$ cat src/shared/irq_seq_pkg.sv
// Constants and types for the interrupt entry and exit sequencer
package irq_seq_pkg;
   localparam int          NSRC        = 8;
   localparam int          GIE_BIT     = 7;
   localparam int          VSEL_BIT    = 0;
   // Program memory layout, in instruction words
   localparam logic [12:0] APP_BASE    = 13'h0000;
   localparam logic [12:0] BOOT_BASE   = 13'h1c00;
   localparam logic [12:0] VEC_STRIDE  = 13'h0002;
   // Sequence lengths in core clock cycles, then the stack step in bytes
   localparam logic [2:0]  ENTRY_CYC   = 3'h4;
   localparam logic [2:0]  WAKE_CYC    = 3'h4;
   localparam logic [2:0]  JUMP_CYC    = 3'h3;
   localparam logic [2:0]  RETURN_CYC  = 3'h4;
   localparam logic [15:0] SP_STEP     = 16'h0002;
   // Register byte offsets
   localparam logic [7:0]  ADDR_STATUS = 8'h00;
   localparam logic [7:0]  ADDR_GICTRL = 8'h04;
   localparam logic [7:0]  ADDR_ENABLE = 8'h08;
   localparam logic [7:0]  ADDR_FLAGS  = 8'h0c;
   localparam logic [7:0]  ADDR_LEVEL  = 8'h10;
   localparam logic [7:0]  ADDR_SP     = 8'h14;
   localparam logic [7:0]  ADDR_SEQ    = 8'h18;
   // Reset values
   localparam logic [7:0]  STATUS_RST  = 8'h00;
   localparam logic [7:0]  BYTE_RST    = 8'h00;
   localparam logic [15:0] SP_RST      = 16'h0000;
   typedef enum logic [2:0] {
      ST_RUN    = 3'b000,
      ST_WAKE   = 3'b001,
      ST_ENTRY  = 3'b010,
      ST_JUMP   = 3'b011,
      ST_RETURN = 3'b100
   } seq_state_t;
endpackage

$ cat src/verilog/irq_sequencer.sv
// Interrupt entry, return and wake sequencer with APB registers
//
// Our own choices: the APB slave port and the register offsets.
`timescale 1ns/1ps
`default_nettype none
module irq_sequencer (
   input  wire logic        pclk,          // Core clock
   input  wire logic        presetn,       // Async reset, low
   input  wire logic [7:0]  paddr,         // APB address
   input  wire logic        psel,          // APB select
   input  wire logic        penable,       // APB enable
   input  wire logic        pwrite,        // APB direction
   input  wire logic [31:0] pwdata,        // APB write data
   output logic      [31:0] prdata,        // APB read data
   output logic             pready,        // APB ready
   output logic             pslverr,       // APB error
   input  wire logic [7:0]  src_event,     // Flag-type events
   input  wire logic [7:0]  src_cond,      // Level-type conditions
   input  wire logic        instr_done,    // Instruction completed
   input  wire logic        instr_sei,     // Global enable instr
   input  wire logic        instr_cli,     // Global disable instr
   input  wire logic        instr_return_from_interrupt_instr,    // Return instr begins
   input  wire logic        sleeping,      // Core asleep
   input  wire logic        wake_ready,    // Start-up time over
   input  wire logic [12:0] pc_now,        // Current PC
   input  wire logic        boot_reset_fuse,           // Fuse
   input  wire logic        app_boot_lock_setting,     // Lock
   input  wire logic        boot_section_lock_setting, // Lock
   output logic             core_hold,     // Stall the core
   output logic             pc_push,       // Push PC pulse
   output logic             pc_pop,        // Pop PC pulse
   output logic             vector_go,     // Fetch vector pulse
   output logic      [12:0] vector_addr,   // Vector word address
   output logic             handler_start, // Handler reached
   output logic      [12:0] reset_vector,  // Reset vector
   output logic      [15:0] stack_pointer, // Stack pointer
   output logic             global_enable  // Global enable
);
   irq_seq_pkg::seq_state_t state_reg;
   logic [2:0]  cnt_reg;
   logic [7:0]  status_reg;
   logic [7:0]  status_next;
   logic [7:0]  gictrl_reg;
   logic [7:0]  enable_reg;
   logic [7:0]  flags_reg;
   logic [7:0]  flags_next;
   logic [7:0]  level_reg;
   logic [15:0] sp_reg;
   logic [2:0]  idx_reg;
   logic [12:0] vaddr_reg;
   logic [12:0] rstvec_reg;
   logic        guard_reg;
   logic        hold_reg;
   logic        push_reg;
   logic        pop_reg;
   logic        go_reg;
   logic        hstart_reg;
   logic        pready_reg;
   logic        perr_reg;
   logic [31:0] prdata_reg;
   logic [31:0] rdata;
   logic        rerr;
   logic        acc_done;
   logic        wr_en;
   logic [7:0]  req;
   logic        gie;
   logic        in_boot;
   logic        suppress;
   logic        can_irq;
   logic [2:0]  pick;
   logic [12:0] vbase;
   logic        run_take;
   logic        wake_take;
   logic        start_entry;
   logic        start_return;
   logic        ret_end;

   // Lowest set bit of a request vector
   function automatic logic [2:0] lowest(input logic [7:0] r);
      logic [2:0] i;
      i = 3'h0;
      for (int k = irq_seq_pkg::NSRC - 1; k >= 0; k--) begin
         if (r[k]) begin
            i = k[2:0];
         end
      end
      return i;
   endfunction

   // Request gathering and eligibility
   assign gie = status_reg[irq_seq_pkg::GIE_BIT];
   // Flags hold latched requests, level sources pass live
   assign req = ((flags_reg & ~level_reg) |
                 (src_cond & level_reg)) & enable_reg;
   assign in_boot = pc_now >= irq_seq_pkg::BOOT_BASE;
   assign suppress =
      (app_boot_lock_setting & ~in_boot & gictrl_reg[0]) |
      (boot_section_lock_setting & in_boot & ~gictrl_reg[0]);
   assign can_irq = gie & (|req) & ~suppress;
   assign pick = lowest(req);
   assign vbase = gictrl_reg[irq_seq_pkg::VSEL_BIT]
                  ? irq_seq_pkg::BOOT_BASE
                  : irq_seq_pkg::APP_BASE;

   // Run take only at a boundary, never beside enable or disable; wake take never beside disable
   assign run_take = (state_reg == irq_seq_pkg::ST_RUN) &&
                     instr_done && !instr_cli && !instr_sei &&
                     !instr_return_from_interrupt_instr && can_irq;
   assign wake_take = (state_reg == irq_seq_pkg::ST_WAKE) &&
                      wake_ready && can_irq && !instr_cli &&
                      (cnt_reg == irq_seq_pkg::WAKE_CYC - 3'h1);
   assign start_entry = run_take | wake_take;
   assign start_return = (state_reg == irq_seq_pkg::ST_RUN) &&
                         instr_return_from_interrupt_instr;
   assign ret_end = (state_reg == irq_seq_pkg::ST_RETURN) &&
                    (cnt_reg == irq_seq_pkg::RETURN_CYC - 3'h1);

   // Sequencer runs directly on pclk with no divider
   always_ff @(posedge pclk or negedge presetn) begin
      if (!presetn) begin
         state_reg <= irq_seq_pkg::ST_RUN;
         cnt_reg   <= 3'h0;
      end else begin
         case (state_reg)
            irq_seq_pkg::ST_RUN: begin
               cnt_reg <= 3'h0;
               if (start_return) begin
                  state_reg <= irq_seq_pkg::ST_RETURN;
               end else if (run_take) begin
                  state_reg <= irq_seq_pkg::ST_ENTRY;
               end else if (sleeping && can_irq && !guard_reg) begin
                  state_reg <= irq_seq_pkg::ST_WAKE;
               end
            end
            irq_seq_pkg::ST_WAKE: begin
               if (!can_irq) begin
                  state_reg <= irq_seq_pkg::ST_RUN;
                  cnt_reg   <= 3'h0;
               end else if (wake_take) begin
                  state_reg <= irq_seq_pkg::ST_ENTRY;
                  cnt_reg   <= 3'h0;
               end else if (wake_ready) begin
                  cnt_reg <= cnt_reg + 3'h1;
               end
            end
            irq_seq_pkg::ST_ENTRY: begin
               if (cnt_reg == irq_seq_pkg::ENTRY_CYC - 3'h1) begin
                  state_reg <= irq_seq_pkg::ST_JUMP;
                  cnt_reg   <= 3'h0;
               end else begin
                  cnt_reg <= cnt_reg + 3'h1;
               end
            end
            irq_seq_pkg::ST_JUMP: begin
               if (cnt_reg == irq_seq_pkg::JUMP_CYC - 3'h1) begin
                  state_reg <= irq_seq_pkg::ST_RUN;
                  cnt_reg   <= 3'h0;
               end else begin
                  cnt_reg <= cnt_reg + 3'h1;
               end
            end
            irq_seq_pkg::ST_RETURN: begin
               if (ret_end) begin
                  state_reg <= irq_seq_pkg::ST_RUN;
                  cnt_reg   <= 3'h0;
               end else begin
                  cnt_reg <= cnt_reg + 3'h1;
               end
            end
            default: begin
               state_reg <= irq_seq_pkg::ST_RUN;
               cnt_reg   <= 3'h0;
            end
         endcase
      end
   end

   // Strobes to the core: push, vector fetch, handler, pop
   always_ff @(posedge pclk or negedge presetn) begin
      if (!presetn) begin
         hold_reg   <= 1'b0;
         push_reg   <= 1'b0;
         pop_reg    <= 1'b0;
         go_reg     <= 1'b0;
         hstart_reg <= 1'b0;
      end else begin
         hold_reg <= start_entry || start_return ||
                     ((state_reg != irq_seq_pkg::ST_RUN) &&
                      (state_reg != irq_seq_pkg::ST_WAKE) &&
                      !ret_end && !(hstart_go()));
         push_reg <= start_entry;
         pop_reg  <= start_return;
         go_reg   <= (state_reg == irq_seq_pkg::ST_ENTRY) &&
                     (cnt_reg == irq_seq_pkg::ENTRY_CYC - 3'h1);
         hstart_reg <= hstart_go();
      end
   end

   // Last jump cycle reaches the handler
   function automatic logic hstart_go();
      return (state_reg == irq_seq_pkg::ST_JUMP) &&
             (cnt_reg == irq_seq_pkg::JUMP_CYC - 3'h1);
   endfunction

   // Latch the winner and form its vector address
   always_ff @(posedge pclk or negedge presetn) begin
      if (!presetn) begin
         idx_reg   <= 3'h0;
         vaddr_reg <= 13'h0000;
      end else if (start_entry) begin
         idx_reg   <= pick;
         // Slot 0 belongs to reset, sources follow
         vaddr_reg <= vbase + 13'({10'h000, pick} + 13'h0001) *
                      irq_seq_pkg::VEC_STRIDE;
      end
   end

   // Reset vector follows the fuse on every clock after release
   always_ff @(posedge pclk or negedge presetn) begin
      if (!presetn) begin
         rstvec_reg <= 13'h0000;
      end else begin
         rstvec_reg <= boot_reset_fuse ? irq_seq_pkg::BOOT_BASE
                                       : irq_seq_pkg::APP_BASE;
      end
   end

   // One instruction must finish after return or enable
   always_ff @(posedge pclk or negedge presetn) begin
      if (!presetn) begin
         guard_reg <= 1'b0;
      end else if (ret_end || instr_sei) begin
         guard_reg <= 1'b1;
      end else if (instr_done) begin
         guard_reg <= 1'b0;
      end
   end

   // Bus write strobe on the ready edge
   assign acc_done = psel && penable && pready_reg;
   assign wr_en = acc_done && pwrite;

   // Status flags; not saved on entry, handlers keep them
   always_comb begin
      status_next = status_reg;
      if (wr_en && paddr == irq_seq_pkg::ADDR_STATUS) begin
         status_next = pwdata[7:0];
      end
      if (start_entry || instr_cli) begin
         status_next[irq_seq_pkg::GIE_BIT] = 1'b0;
      end else if (ret_end || instr_sei) begin
         status_next[irq_seq_pkg::GIE_BIT] = 1'b1;
      end
   end

   always_ff @(posedge pclk or negedge presetn) begin
      if (!presetn) begin
         status_reg <= irq_seq_pkg::STATUS_RST;
      end else begin
         status_reg <= status_next;
      end
   end

   // Flags: write one clears, entry clears, new event wins
   always_comb begin
      flags_next = flags_reg;
      if (wr_en && paddr == irq_seq_pkg::ADDR_FLAGS) begin
         flags_next = flags_next & ~pwdata[7:0];
      end
      if (start_entry && !level_reg[pick]) begin
         flags_next[pick] = 1'b0;
      end
      flags_next = flags_next | (src_event & ~level_reg);
   end

   always_ff @(posedge pclk or negedge presetn) begin
      if (!presetn) begin
         flags_reg <= irq_seq_pkg::BYTE_RST;
      end else begin
         flags_reg <= flags_next;
      end
   end

   // Stack pointer: two bytes down on entry, up on return
   always_ff @(posedge pclk or negedge presetn) begin
      if (!presetn) begin
         sp_reg <= irq_seq_pkg::SP_RST;
      end else if (start_entry) begin
         sp_reg <= sp_reg - irq_seq_pkg::SP_STEP;
      end else if (start_return) begin
         sp_reg <= sp_reg + irq_seq_pkg::SP_STEP;
      end else if (wr_en && paddr == irq_seq_pkg::ADDR_SP) begin
         sp_reg <= pwdata[15:0];
      end
   end

   // Plain control registers
   always_ff @(posedge pclk or negedge presetn) begin
      if (!presetn) begin
         gictrl_reg <= irq_seq_pkg::BYTE_RST;
         enable_reg <= irq_seq_pkg::BYTE_RST;
         level_reg  <= irq_seq_pkg::BYTE_RST;
      end else if (wr_en) begin
         if (paddr == irq_seq_pkg::ADDR_GICTRL) begin
            gictrl_reg <= {7'h00, pwdata[0]};
         end else if (paddr == irq_seq_pkg::ADDR_ENABLE) begin
            enable_reg <= pwdata[7:0];
         end else if (paddr == irq_seq_pkg::ADDR_LEVEL) begin
            level_reg <= pwdata[7:0];
         end
      end
   end

   // Read decode
   always_comb begin
      rdata = 32'h0000_0000;
      rerr  = 1'b0;
      if (paddr == irq_seq_pkg::ADDR_STATUS) begin
         rdata[7:0] = status_reg;
      end else if (paddr == irq_seq_pkg::ADDR_GICTRL) begin
         rdata[7:0] = gictrl_reg;
      end else if (paddr == irq_seq_pkg::ADDR_ENABLE) begin
         rdata[7:0] = enable_reg;
      end else if (paddr == irq_seq_pkg::ADDR_FLAGS) begin
         rdata[7:0] = flags_reg;
      end else if (paddr == irq_seq_pkg::ADDR_LEVEL) begin
         rdata[7:0] = level_reg;
      end else if (paddr == irq_seq_pkg::ADDR_SP) begin
         rdata[15:0] = sp_reg;
      end else if (paddr == irq_seq_pkg::ADDR_SEQ) begin
         rdata[20:0] = {rstvec_reg, guard_reg, idx_reg,
                        1'b0, state_reg};
      end else begin
         rerr = 1'b1;
      end
   end

   // One wait state, answer registered
   always_ff @(posedge pclk or negedge presetn) begin
      if (!presetn) begin
         pready_reg <= 1'b0;
         perr_reg   <= 1'b0;
         prdata_reg <= 32'h0000_0000;
      end else begin
         pready_reg <= psel && penable && !pready_reg;
         if (psel && penable && !pready_reg) begin
            perr_reg   <= rerr;
            prdata_reg <= pwrite ? 32'h0000_0000 : rdata;
         end else begin
            perr_reg <= 1'b0;
         end
      end
   end

   assign prdata        = prdata_reg;
   assign pready        = pready_reg;
   assign pslverr       = perr_reg;
   assign core_hold     = hold_reg;
   assign pc_push       = push_reg;
   assign pc_pop        = pop_reg;
   assign vector_go     = go_reg;
   assign vector_addr   = vaddr_reg;
   assign handler_start = hstart_reg;
   assign reset_vector  = rstvec_reg;
   assign stack_pointer = sp_reg;
   assign global_enable = gie;
endmodule
`default_nettype wire

$ cat config.mk
export PLATFORM = sky130hd
export DESIGN_NAME = irq_sequencer
export DESIGN_NICKNAME = d
export VERILOG_FILES = /design/src/shared/irq_seq_pkg.sv /design/src/verilog/irq_sequencer.sv
export SDC_FILE = /design/constraint.sdc
export NUM_CORES = 1
export LEC_CHECK = 0
export ABC_AREA = 1
export BUFFER_PORTS_ARGS = -buffer_cell sky130_fd_sc_hd__buf_4
export CORE_MARGIN = 2
export CORE_UTILIZATION = 30
export CTS_CLUSTER_DIAMETER = 100
export CTS_CLUSTER_SIZE = 25
export DETAILED_ROUTE_END_ITERATION = 10
export GPL_ROUTABILITY_DRIVEN = 0
export GPL_TIMING_DRIVEN = 0
export PLACE_DENSITY = 0.52
export SYNTH_ARGS = -nofsm -noshare
export SYNTH_HDL_FRONTEND = slang
export SYNTH_SLANG_ARGS = --single-unit
$ cat constraint.sdc
create_clock -name pclk -period 2.8 [get_ports pclk]
set_clock_uncertainty 0.15 [all_clocks]
set_input_delay 0.14 -clock pclk [delete_from_list [all_inputs] [get_ports pclk]]
set_output_delay 0.14 -clock pclk [all_outputs]
set_load 0.1 [all_outputs]
==> impl_metrics.tcl, run 1 <==
set metrics [dict create \
    status "finished clean" \
    cp-end-kind "register" \
    timing.slew.headroom_pct 20.6 \
    post-route-min-period_ps 2490 \
    min_period_over_period_pct 88.8 \
    synth.distinct_cells 40 \
    met2_length_um 8250 \
    met1_length_um 8570 \
    grt_use_total_pct 18.9 \
    dp_hpwl_um 13900 \
    fin_area_um2 7410 \
    utilization_pct 40.8 \
    drtAntennaViolNets 0 \
    grt_max_degree 90 \
    maxCapViolations 0 \
    dp_slack_ps 326 \
    final-hold-violation-count 0 \
    async_flop_share_pct 100 \
    core_um2 18100 \
    drc 0 \
    p_leak_nw 3.61 \
    grt_pass1_wl_um 28900 \
    detail_route.vias_per_cell 4.70 \
    antenna_cells 0 \
    clk_pin_slew_ps 70 \
    drv_slew 0 \
    first_iter_violations 410 \
    final_nets 1016 \
    die_h_um 141 \
    cts_tree "yes" \
    max_freq_mhz 402 \
    synth_top_area_share_pct 39.7 \
    ir_worst_vdd_mv 0.374 \
    yosysSeqAreaShare_pct 39.7 \
    yosys_warnings 0 \
    hold_class "in2reg" \
    fillers 1961 \
    routed-wl-met3_um 1150 \
    power_density_nw_per_um2 725 \
    cp.required_ps 2890 \
    path_class "reg2reg" \
    ys_ff_latch 89 \
    rsz0062_at_grt "false" \
    setup_viol 0 \
    drive_gt1_share_pct 22.9 \
    overflow 0 \
    wire_per_inst_um 15.7 \
    firstDrtPassIters 5 \
    layout_setup_ws_ps 314 \
    cts_sinks 89 \
    syn_avg_cell_area_um2 7.48 \
    rows 49 \
    fp.dieW_um 141 \
    largest_reg_flops 17 \
    clock_latency_ps 360 \
    holdWs_ps 10.3 \
    synth.most_common_cell "nand2_1" \
    io_pins 165 \
    pwr-share-clk_pct 23.5 \
    netlist.top_cell.by_area "dfrtp_1" \
    antenna_found_initial 0 \
    dpl_cell_area_um2 6820 \
    grt_pass1_vias 5249 \
    p_switching_w 0.00262 \
    synth_edf_count 0 \
    synth_area_leaders "dfrtp_1 40%, nand2_1 12%, inv_1 6.2%" \
    tightest_slew_ps 1190 \
    fin_setup_tns_ps 0 \
    placement.io_buffers 109 \
    pwr-share-comb_pct 45.7 \
    highest_layer "met4" \
    synthCells 750 \
    wirelength_um 18200 \
    dieArea_um2 19800 \
    ys.flop_type "dfrtp_1" \
    area_growth_pct 32.1 \
    intPower_w 0.00275 \
    seqCellArea_um2 2230 \
    tritoncts.num_buffers 9 \
    cts_root_buffer "clkbuf_16" \
    reg2reg_from "level_reg[0]" \
    switching_share_pct 48.8 \
    multi_input_area_um2 2740 \
    htree_levels 3 \
    crit_fanout 10 \
    start_util_pct 30.9 \
    netlist_area_um2 5610 \
    cp-startpoint "level_reg[0]" \
    hold_path_startpoint "pwdata[2]" \
    vias 5457 \
    cp.arrival_ps 2570 \
    p_seq_share_pct 30.8 \
    worstSetupStartpointType "register" \
    cts_buffer_depth 2 \
    synthTopCellsByCount "185 x nand2_1, 92 x inv_1, 89 x dfrtp_1" \
]
-- metrics by stage --
stage / cells / power (W)
after floorplan: 778 / 0.00350
after global placement: 1116 / 0.00409
after detailed placement: 1116 / 0.00410
after CTS: 1160 / 0.00541
after global routing: 1160 / 0.00568
final: 1160 / 0.00537
-- worst max-delay path, stage by stage, from the launching register on --
cell	delay [ps]
dfrtp_1	420
inv_1	170
nand2_2	90
nand3_4	90
nand2_2	90
nor2_2	110
nand2_2	110
nand2_2	100
nor2_4	50
nand2_2	70
nand2_4	70
nor3_4	380
inv_2	90
buf_4	200
nand3_1	90
o21ai_1	70
-- timing repair --
item                       4_1_cts  5_1_grt
setup endpoints to repair        0        1
resized for setup                0        1
hold buffers                    28        0
hold endpoints to repair       116        0
setup buffers                    0        0
-- per-layer routing --
metal	GRT usage (%)	vias up
met1	26.7	2495
li1	-	2739
met2	29.9	206
met4	4.16	0
met5	0	-
met3	3.87	17
-- cell type report --
cell class                      instances  share of cell area, %
Clock buffer                            9                   3.04
Multi-Input combinational cell        538                   37.0
Inverter                               98                   4.97
Sequential cell                        89                   30.1
Tap cell                              229                   3.87
Clock inverter                          7                   1.06
Timing Repair Buffer                  137                   14.8
Buffer                                 53                   5.14
-- power groups by stage --
stage	clock [W]	combinational (W)	sequential [W]
2_1_floorplan	0	0.00100	0.00249
3_3_place_gp	0	0.00241	0.00168
5_1_grt	0.00135	0.00264	0.00168
3_5_place_dp	0	0.00241	0.00168
6_report	0.00126	0.00245	0.00165
4_1_cts	0.00130	0.00246	0.00166
-- path summary, 6_finish.rpt --
check | end | slack [ps] | cells past startpoint
setup / recovery | stack_pointer[4] | 310 | 15
max in group asynchronous | stack_pointer[1] | 1240 | 2
min in group asynchronous | vector_addr[1] | 400 | 2
setup reg to reg | stack_pointer[4] | 310 | 15
hold reg to reg | prdata[11] | 340 | 2
hold / removal | stack_pointer[2] | 10 | 5
-- layout by cell type (no fill, tap or decap), types with 12 or more instances in the layout --
master         count
a22oi_1           12
nor2_1            41
buf_4            146
o21ai_0           69
a21oi_1           24
nand2_1          185
nand3_1           49
o21ai_1           12
dlygate4sd3_1     28
dfrtp_1           88
xor2_1            16
conb_1            29
inv_1             92
nand4_1           16
nor3_1            14
-- kinds of logic after synthesis --
kind of cell    share of synthesized area, %
fa+ha+maj                               1.56
simple gates                            28.4
xor+xnor                                2.97
other cells                           0.0669
flops                                   39.7
buf+inv                                 13.3
compound gates                          14.0
(Power assumes the default switching activity.)
==> run 2, diff against run 1 <==
- ABC_AREA: 1 -> default
==> run 2 against run 1 <==
Compared with the run above:
- largest cell class unchanged
- largest power group unchanged
- power grew 9.0%
- design area grew 1.6%
- synthesized area grew 0.89%
- flip-flop and latch count is the same
- highest routed layer unchanged
- first-iteration DRC count grew 14%
==> impl_metrics.tcl, run 2 <==
set metrics [dict create \
    antenna_cells 0 \
    synthCells 609 \
    overflow 0 \
    layout_setup_ws_ps 87.6 \
    drv_slew 0 \
    timing.slew.headroom_pct 21.9 \
    fp.dieW_um 141 \
    crit_fanout 8 \
    drc 0 \
    io_pins 165 \
    synthTopCellsByCount "89 x dfrtp_1, 68 x nand2_1, 43 x o21ai_0" \
    post-route-min-period_ps 2710 \
    grt_pass1_wl_um 29500 \
    synth_edf_count 0 \
    yosysSeqAreaShare_pct 39.4 \
    dieArea_um2 20000 \
    tightest_slew_ps 1170 \
    grt_use_total_pct 19.1 \
    final_nets 872 \
    grt_pass1_vias 5303 \
    cp-startpoint "level_reg[7]" \
    ir_worst_vdd_mv 0.453 \
    max_freq_mhz 369 \
    worstSetupStartpointType "register" \
    cp.arrival_ps 2800 \
    cts_sinks 89 \
    largest_reg_flops 17 \
    status "finished clean" \
    cp-end-kind "register" \
    detail_route.vias_per_cell 5.26 \
    path_class "reg2reg" \
    dp_hpwl_um 14100 \
    grt_max_degree 90 \
    reg2reg_from "level_reg[7]" \
    antenna_found_initial 0 \
    synth_top_area_share_pct 39.4 \
    wire_per_inst_um 18.5 \
    synth.most_common_cell "dfrtp_1" \
    core_um2 18600 \
    final-hold-violation-count 0 \
    fin_cells 1021 \
    cts_tree "yes" \
    firstDrtPassIters 5 \
    dp_slack_ps -49.5 \
    yosys_warnings 0 \
    mostFrequentLayoutCells "144 x buf_4, 89 x dfrtp_1, 68 x nand2_1, 43 x o21ai_0, 32 x mux2_2" \
    netlist_area_um2 5660 \
    cp.required_ps 2890 \
    first_iter_violations 468 \
    netlist.top_cell.by_area "dfrtp_1" \
    placement.io_buffers 108 \
    syn_avg_cell_area_um2 9.29 \
    hold_path_startpoint "pwdata[15]" \
    tritoncts.num_buffers 9 \
    power_density_nw_per_um2 778 \
    fin_setup_tns_ps 0 \
    p_leak_nw 3.43 \
    maxCapViolations 0 \
    rsz0062_at_grt "true" \
    synth_area_leaders "dfrtp_1 39%, mux2_2 6.4%, buf_4 4.8%" \
    hold_class "in2reg" \
    cts_buffer_depth 2 \
    cts_root_buffer "clkbuf_16" \
    die_h_um 141 \
    rows 50 \
    ys.flop_type "dfrtp_1" \
    synth.distinct_cells 79 \
    wirelength_um 18900 \
    min_period_over_period_pct 96.9 \
    htree_levels 3 \
    drtAntennaViolNets 0 \
    clk_pin_slew_ps 70 \
    fillers 1843 \
    setup_viol 0 \
    async_flop_share_pct 100 \
    area_growth_pct 33.1 \
    start_util_pct 30.4 \
    vias 5373 \
    ys_ff_latch 89 \
    clock_latency_ps 360 \
    drive_gt1_share_pct 29.2 \
    mostFrequentLayoutCell "buf_4" \
    dpl.cell_count 979 \
]
[run 2: cell count changes in the layout (fill, tap and decap cells not counted), sizes merged, moves of 13 or more]
cell,before,now
a22o,0,19
clkbuf,16,29
inv,98,22
mux2,0,33
nand2,193,70
nand3,52,18
nor2,53,29
o21ai,81,46
[run 2: critical path, stage by stage, from the launching register on]
cell and delay, ps:
dfrtp_1 470, mux2i_1 330, a2bb2oi_1 370, nand4_4 290, a21oi_1 670, a21oi_1 90, o22a_1 210
[run 2: kinds of logic (layout without fill, tap and decap cells)]
kind of cell	count (synthesis)	in the layout	share of synthesized area, %
compound gates	169	169	21.1
xor+xnor	12	12	1.86
fa+ha+maj	7	7	1.55
buf+inv	89	239	8.96
flops	89	89	39.4
mux	44	44	8.58
other cells	1	29	0.0663
simple gates	198	198	18.5
[run 2: path summary, 6_finish.rpt]
| path | cells after the start | to | slack (ps) |
|---|---|---|---|
| worst max-delay path | 6 | stack_pointer[4] | 90 |
| worst min-delay path | 4 | stack_pointer[15] | 20 |
| worst max register to register | 6 | stack_pointer[4] | 90 |
| worst min register to register | 2 | vector_addr[2] | 330 |
| max in group asynchronous | 2 | cnt_reg[0] | 1340 |
| min in group asynchronous | 2 | level_reg[7] | 430 |
[run 2: final cells by class]
cell class	count	area [µm²]	share of cell area [%]
buffer	67	423	5.62
multi-input combinational	459	3040	40.3
tap	234	293	3.89
clock buffer	11	243	3.22
inverter	22	85.1	1.13
clock inverter	5	150	1.99
timing repair buffer	134	1070	14.2
sequential	89	2230	29.6
[run 2: report_power, final]
part	total, W	switching (W)	internal, W
registers	0.00163	0.000188	0.00144
clock network	0.00161	0.000531	0.00108
logic	0.00262	0.00191	0.000703
total	0.00586	0.00263	0.00322
[run 2: metrics by stage]
step	instance area, µm²	utilization (%)	hold slack [ps]	total power, W
final	7530	40.5	20.6	0.00586
after global routing	7530	40.5	35.8	0.00611
after CTS	7520	40.5	5.70	0.00587
after detailed placement	6870	36.9	103	0.00422
after global placement	6870	36.9	102	0.00419
after floorplan	5760	-	-306	0.00358
[run 2: what timing repair did]
item                                    in CTS  in global routing
gates resized for setup                      2                  1
endpoints found under the hold margin      130                  0
buffers inserted                             0                  0
hold buffers                                26                  0
endpoints found under the setup margin       3                  2
[run 2: routing by layer]
| layer | GRT usage, % | part of all wire [%] |
|---|---|---|
| met1 | 25.4 | 45 |
| met2 | 31.0 | 47 |
| met3 | 4.56 | 6.2 |
| met4 | 5.68 | 2.3 |
| met5 | 0 | 0 |
==> run 3, diff against run 2 <==
- CTS_CLUSTER_SIZE: 25 -> default
- clock period: 2.8 -> 3.48 ns (I/O delays scaled with it)
==> run 3 against run 2 <==
Compared with the run above:
- sequential share of layout area is 0.28 points higher
- design area is 0.93% lower
- register-to-register slack better by 450 ps
- worst hold slack worse by 16 ps
- final cell count is 0.59% lower
- clock power is 19% lower
- critical endpoint is now stack_pointer[14]
==> impl_metrics.tcl, run 3 (synthesis gave the netlist of run 2 again) <==
set metrics [dict create \
    wire_per_inst_um 18.6 \
    drc 0 \
    cp.arrival_ps 3000 \
    die_h_um 141 \
    clk_pin_slew_ps 60 \
    tightest_slew_ps 1160 \
    switching_share_pct 45.0 \
    intPower_w 0.00259 \
    p_switching_w 0.00212 \
    grt_pass1_wl_um 29400 \
    cts_root_buffer "clkbuf_16" \
    grt_use_total_pct 19.0 \
    io_pins 165 \
    firstDrtPassIters 5 \
    p_leak_nw 3.41 \
    dieArea_um2 20000 \
    path_class "reg2reg" \
    cts_tree "yes" \
    post_cts_buffers 0 \
    fp.dieW_um 141 \
    start_util_pct 30.4 \
    p_seq_share_pct 27.8 \
    core_um2 18600 \
    area_growth_pct 31.9 \
    fillers 1850 \
    max_freq_mhz 340 \
    grt_max_degree 90 \
    pwr-share-clk_pct 27.6 \
    wirelength_um 18800 \
    largest_reg_flops 17 \
    ir_worst_vdd_mv 0.365 \
    power_density_nw_per_um2 631 \
    hold_class "in2reg" \
    overflow 0 \
    worstSetupStartpointType "register" \
    final_nets 866 \
    cp.required_ps 3540 \
    cp-end-kind "register" \
    timing.slew.headroom_pct 22.5 \
    drv_slew 0 \
    fin_cells 1015 \
    placement.io_buffers 108 \
    dpl.cell_count 979 \
    final-hold-violation-count 0 \
    drive_gt1_share_pct 29.1 \
    mostFrequentLayoutCell "buf_4" \
    post-route-min-period_ps 2940 \
    status "finished clean" \
    dp_hpwl_um 14100 \
    tritoncts.num_buffers 9 \
    vias 5322 \
    antenna_found_initial 0 \
    cts_sinks 89 \
    rows 50 \
    cts_buffer_depth 2 \
    maxCapViolations 0 \
    rsz0062_at_grt "false" \
    detail_route.vias_per_cell 5.24 \
    grt_pass1_vias 5283 \
    pwr-share-comb_pct 44.6 \
    drtAntennaViolNets 0 \
    fin_setup_tns_ps 0 \
    htree_levels 3 \
    crit_fanout 10 \
    first_iter_violations 438 \
    antenna_cells 0 \
    min_period_over_period_pct 84.5 \
    setup_viol 0 \
    clock_latency_ps 350 \
    mostFrequentLayoutCells "144 x buf_4, 89 x dfrtp_1, 68 x nand2_1, 43 x o21ai_0, 32 x mux2_2" \
]
## run 3: final timing paths
path / from / to / slack (ps) / depth (start not counted)
min reg2reg: vector_addr[2] / vector_addr[2] / 330 / 2
max reg2reg: level_reg[7] / stack_pointer[14] / 540 / 7
max in group asynchronous: presetn / cnt_reg[0] / 1990 / 2
min: pwrite / prdata[19] / 4 / 3
min in group asynchronous: presetn / vector_addr[4] / 450 / 2
max: level_reg[7] / stack_pointer[14] / 540 / 7
## run 3: what timing repair did
item,CTS,global route
resized for setup,0,0
hold buffers,20,0
endpoints found under the hold margin,121,0
## run 3: layer usage
layer / GRT usage, % / part of all wire (%)
met1: 25.3 / 45
met2: 30.8 / 47
met3: 4.56 / 5.9
met4: 5.79 / 2.3
met5: 0 / 0
## run 3: worst max-delay path: stages (launching register included)
cell	delay, ps
dfrtp_1	480
mux2i_1	330
a2bb2oi_1	370
nand4_4	280
nand2_2	230
clkbuf_1	590
o21ai_0	200
o2bb2ai_1	160
## run 3: area by class of cell
class                           count  area, µm²  area share (%)
Inverter                           22       85.1            1.14
Clock buffer                       11        243            3.25
Buffer                             67        422            5.65
Tap cell                          234        293            3.93
Clock inverter                      5        150            2.01
Multi-Input combinational cell    459       3030            40.6
Sequential cell                    89       2230            29.9
Timing Repair Buffer              128       1010            13.6
## run 3: per-stage QoR
stage	total power [W]	area, µm²	hold slack (ps)	util, %	setup slack [ps]
2_1_floorplan	0.00288	5760	-272	-	750
3_3_place_gp	0.00337	6870	136	36.9	629
3_5_place_dp	0.00340	6870	137	36.9	630
4_1_cts	0.00472	7460	5.29	40.1	614
5_1_grt	0.00491	7460	14.2	40.1	414
6_report	0.00471	7460	4.38	40.1	539
## run 3: power by group through the flow
| stage | Sequential [W] | Combinational [W] | Clock (W) |
|---|---|---|---|
| 6_report | 0.00131 | 0.00210 | 0.00130 |
| 5_1_grt | 0.00133 | 0.00222 | 0.00136 |
| 4_1_cts | 0.00131 | 0.00209 | 0.00132 |
| 3_5_place_dp | 0.00133 | 0.00207 | 0 |
| 3_3_place_gp | 0.00132 | 0.00205 | 0 |
| 2_1_floorplan | 0.00197 | 0.000903 | 0 |
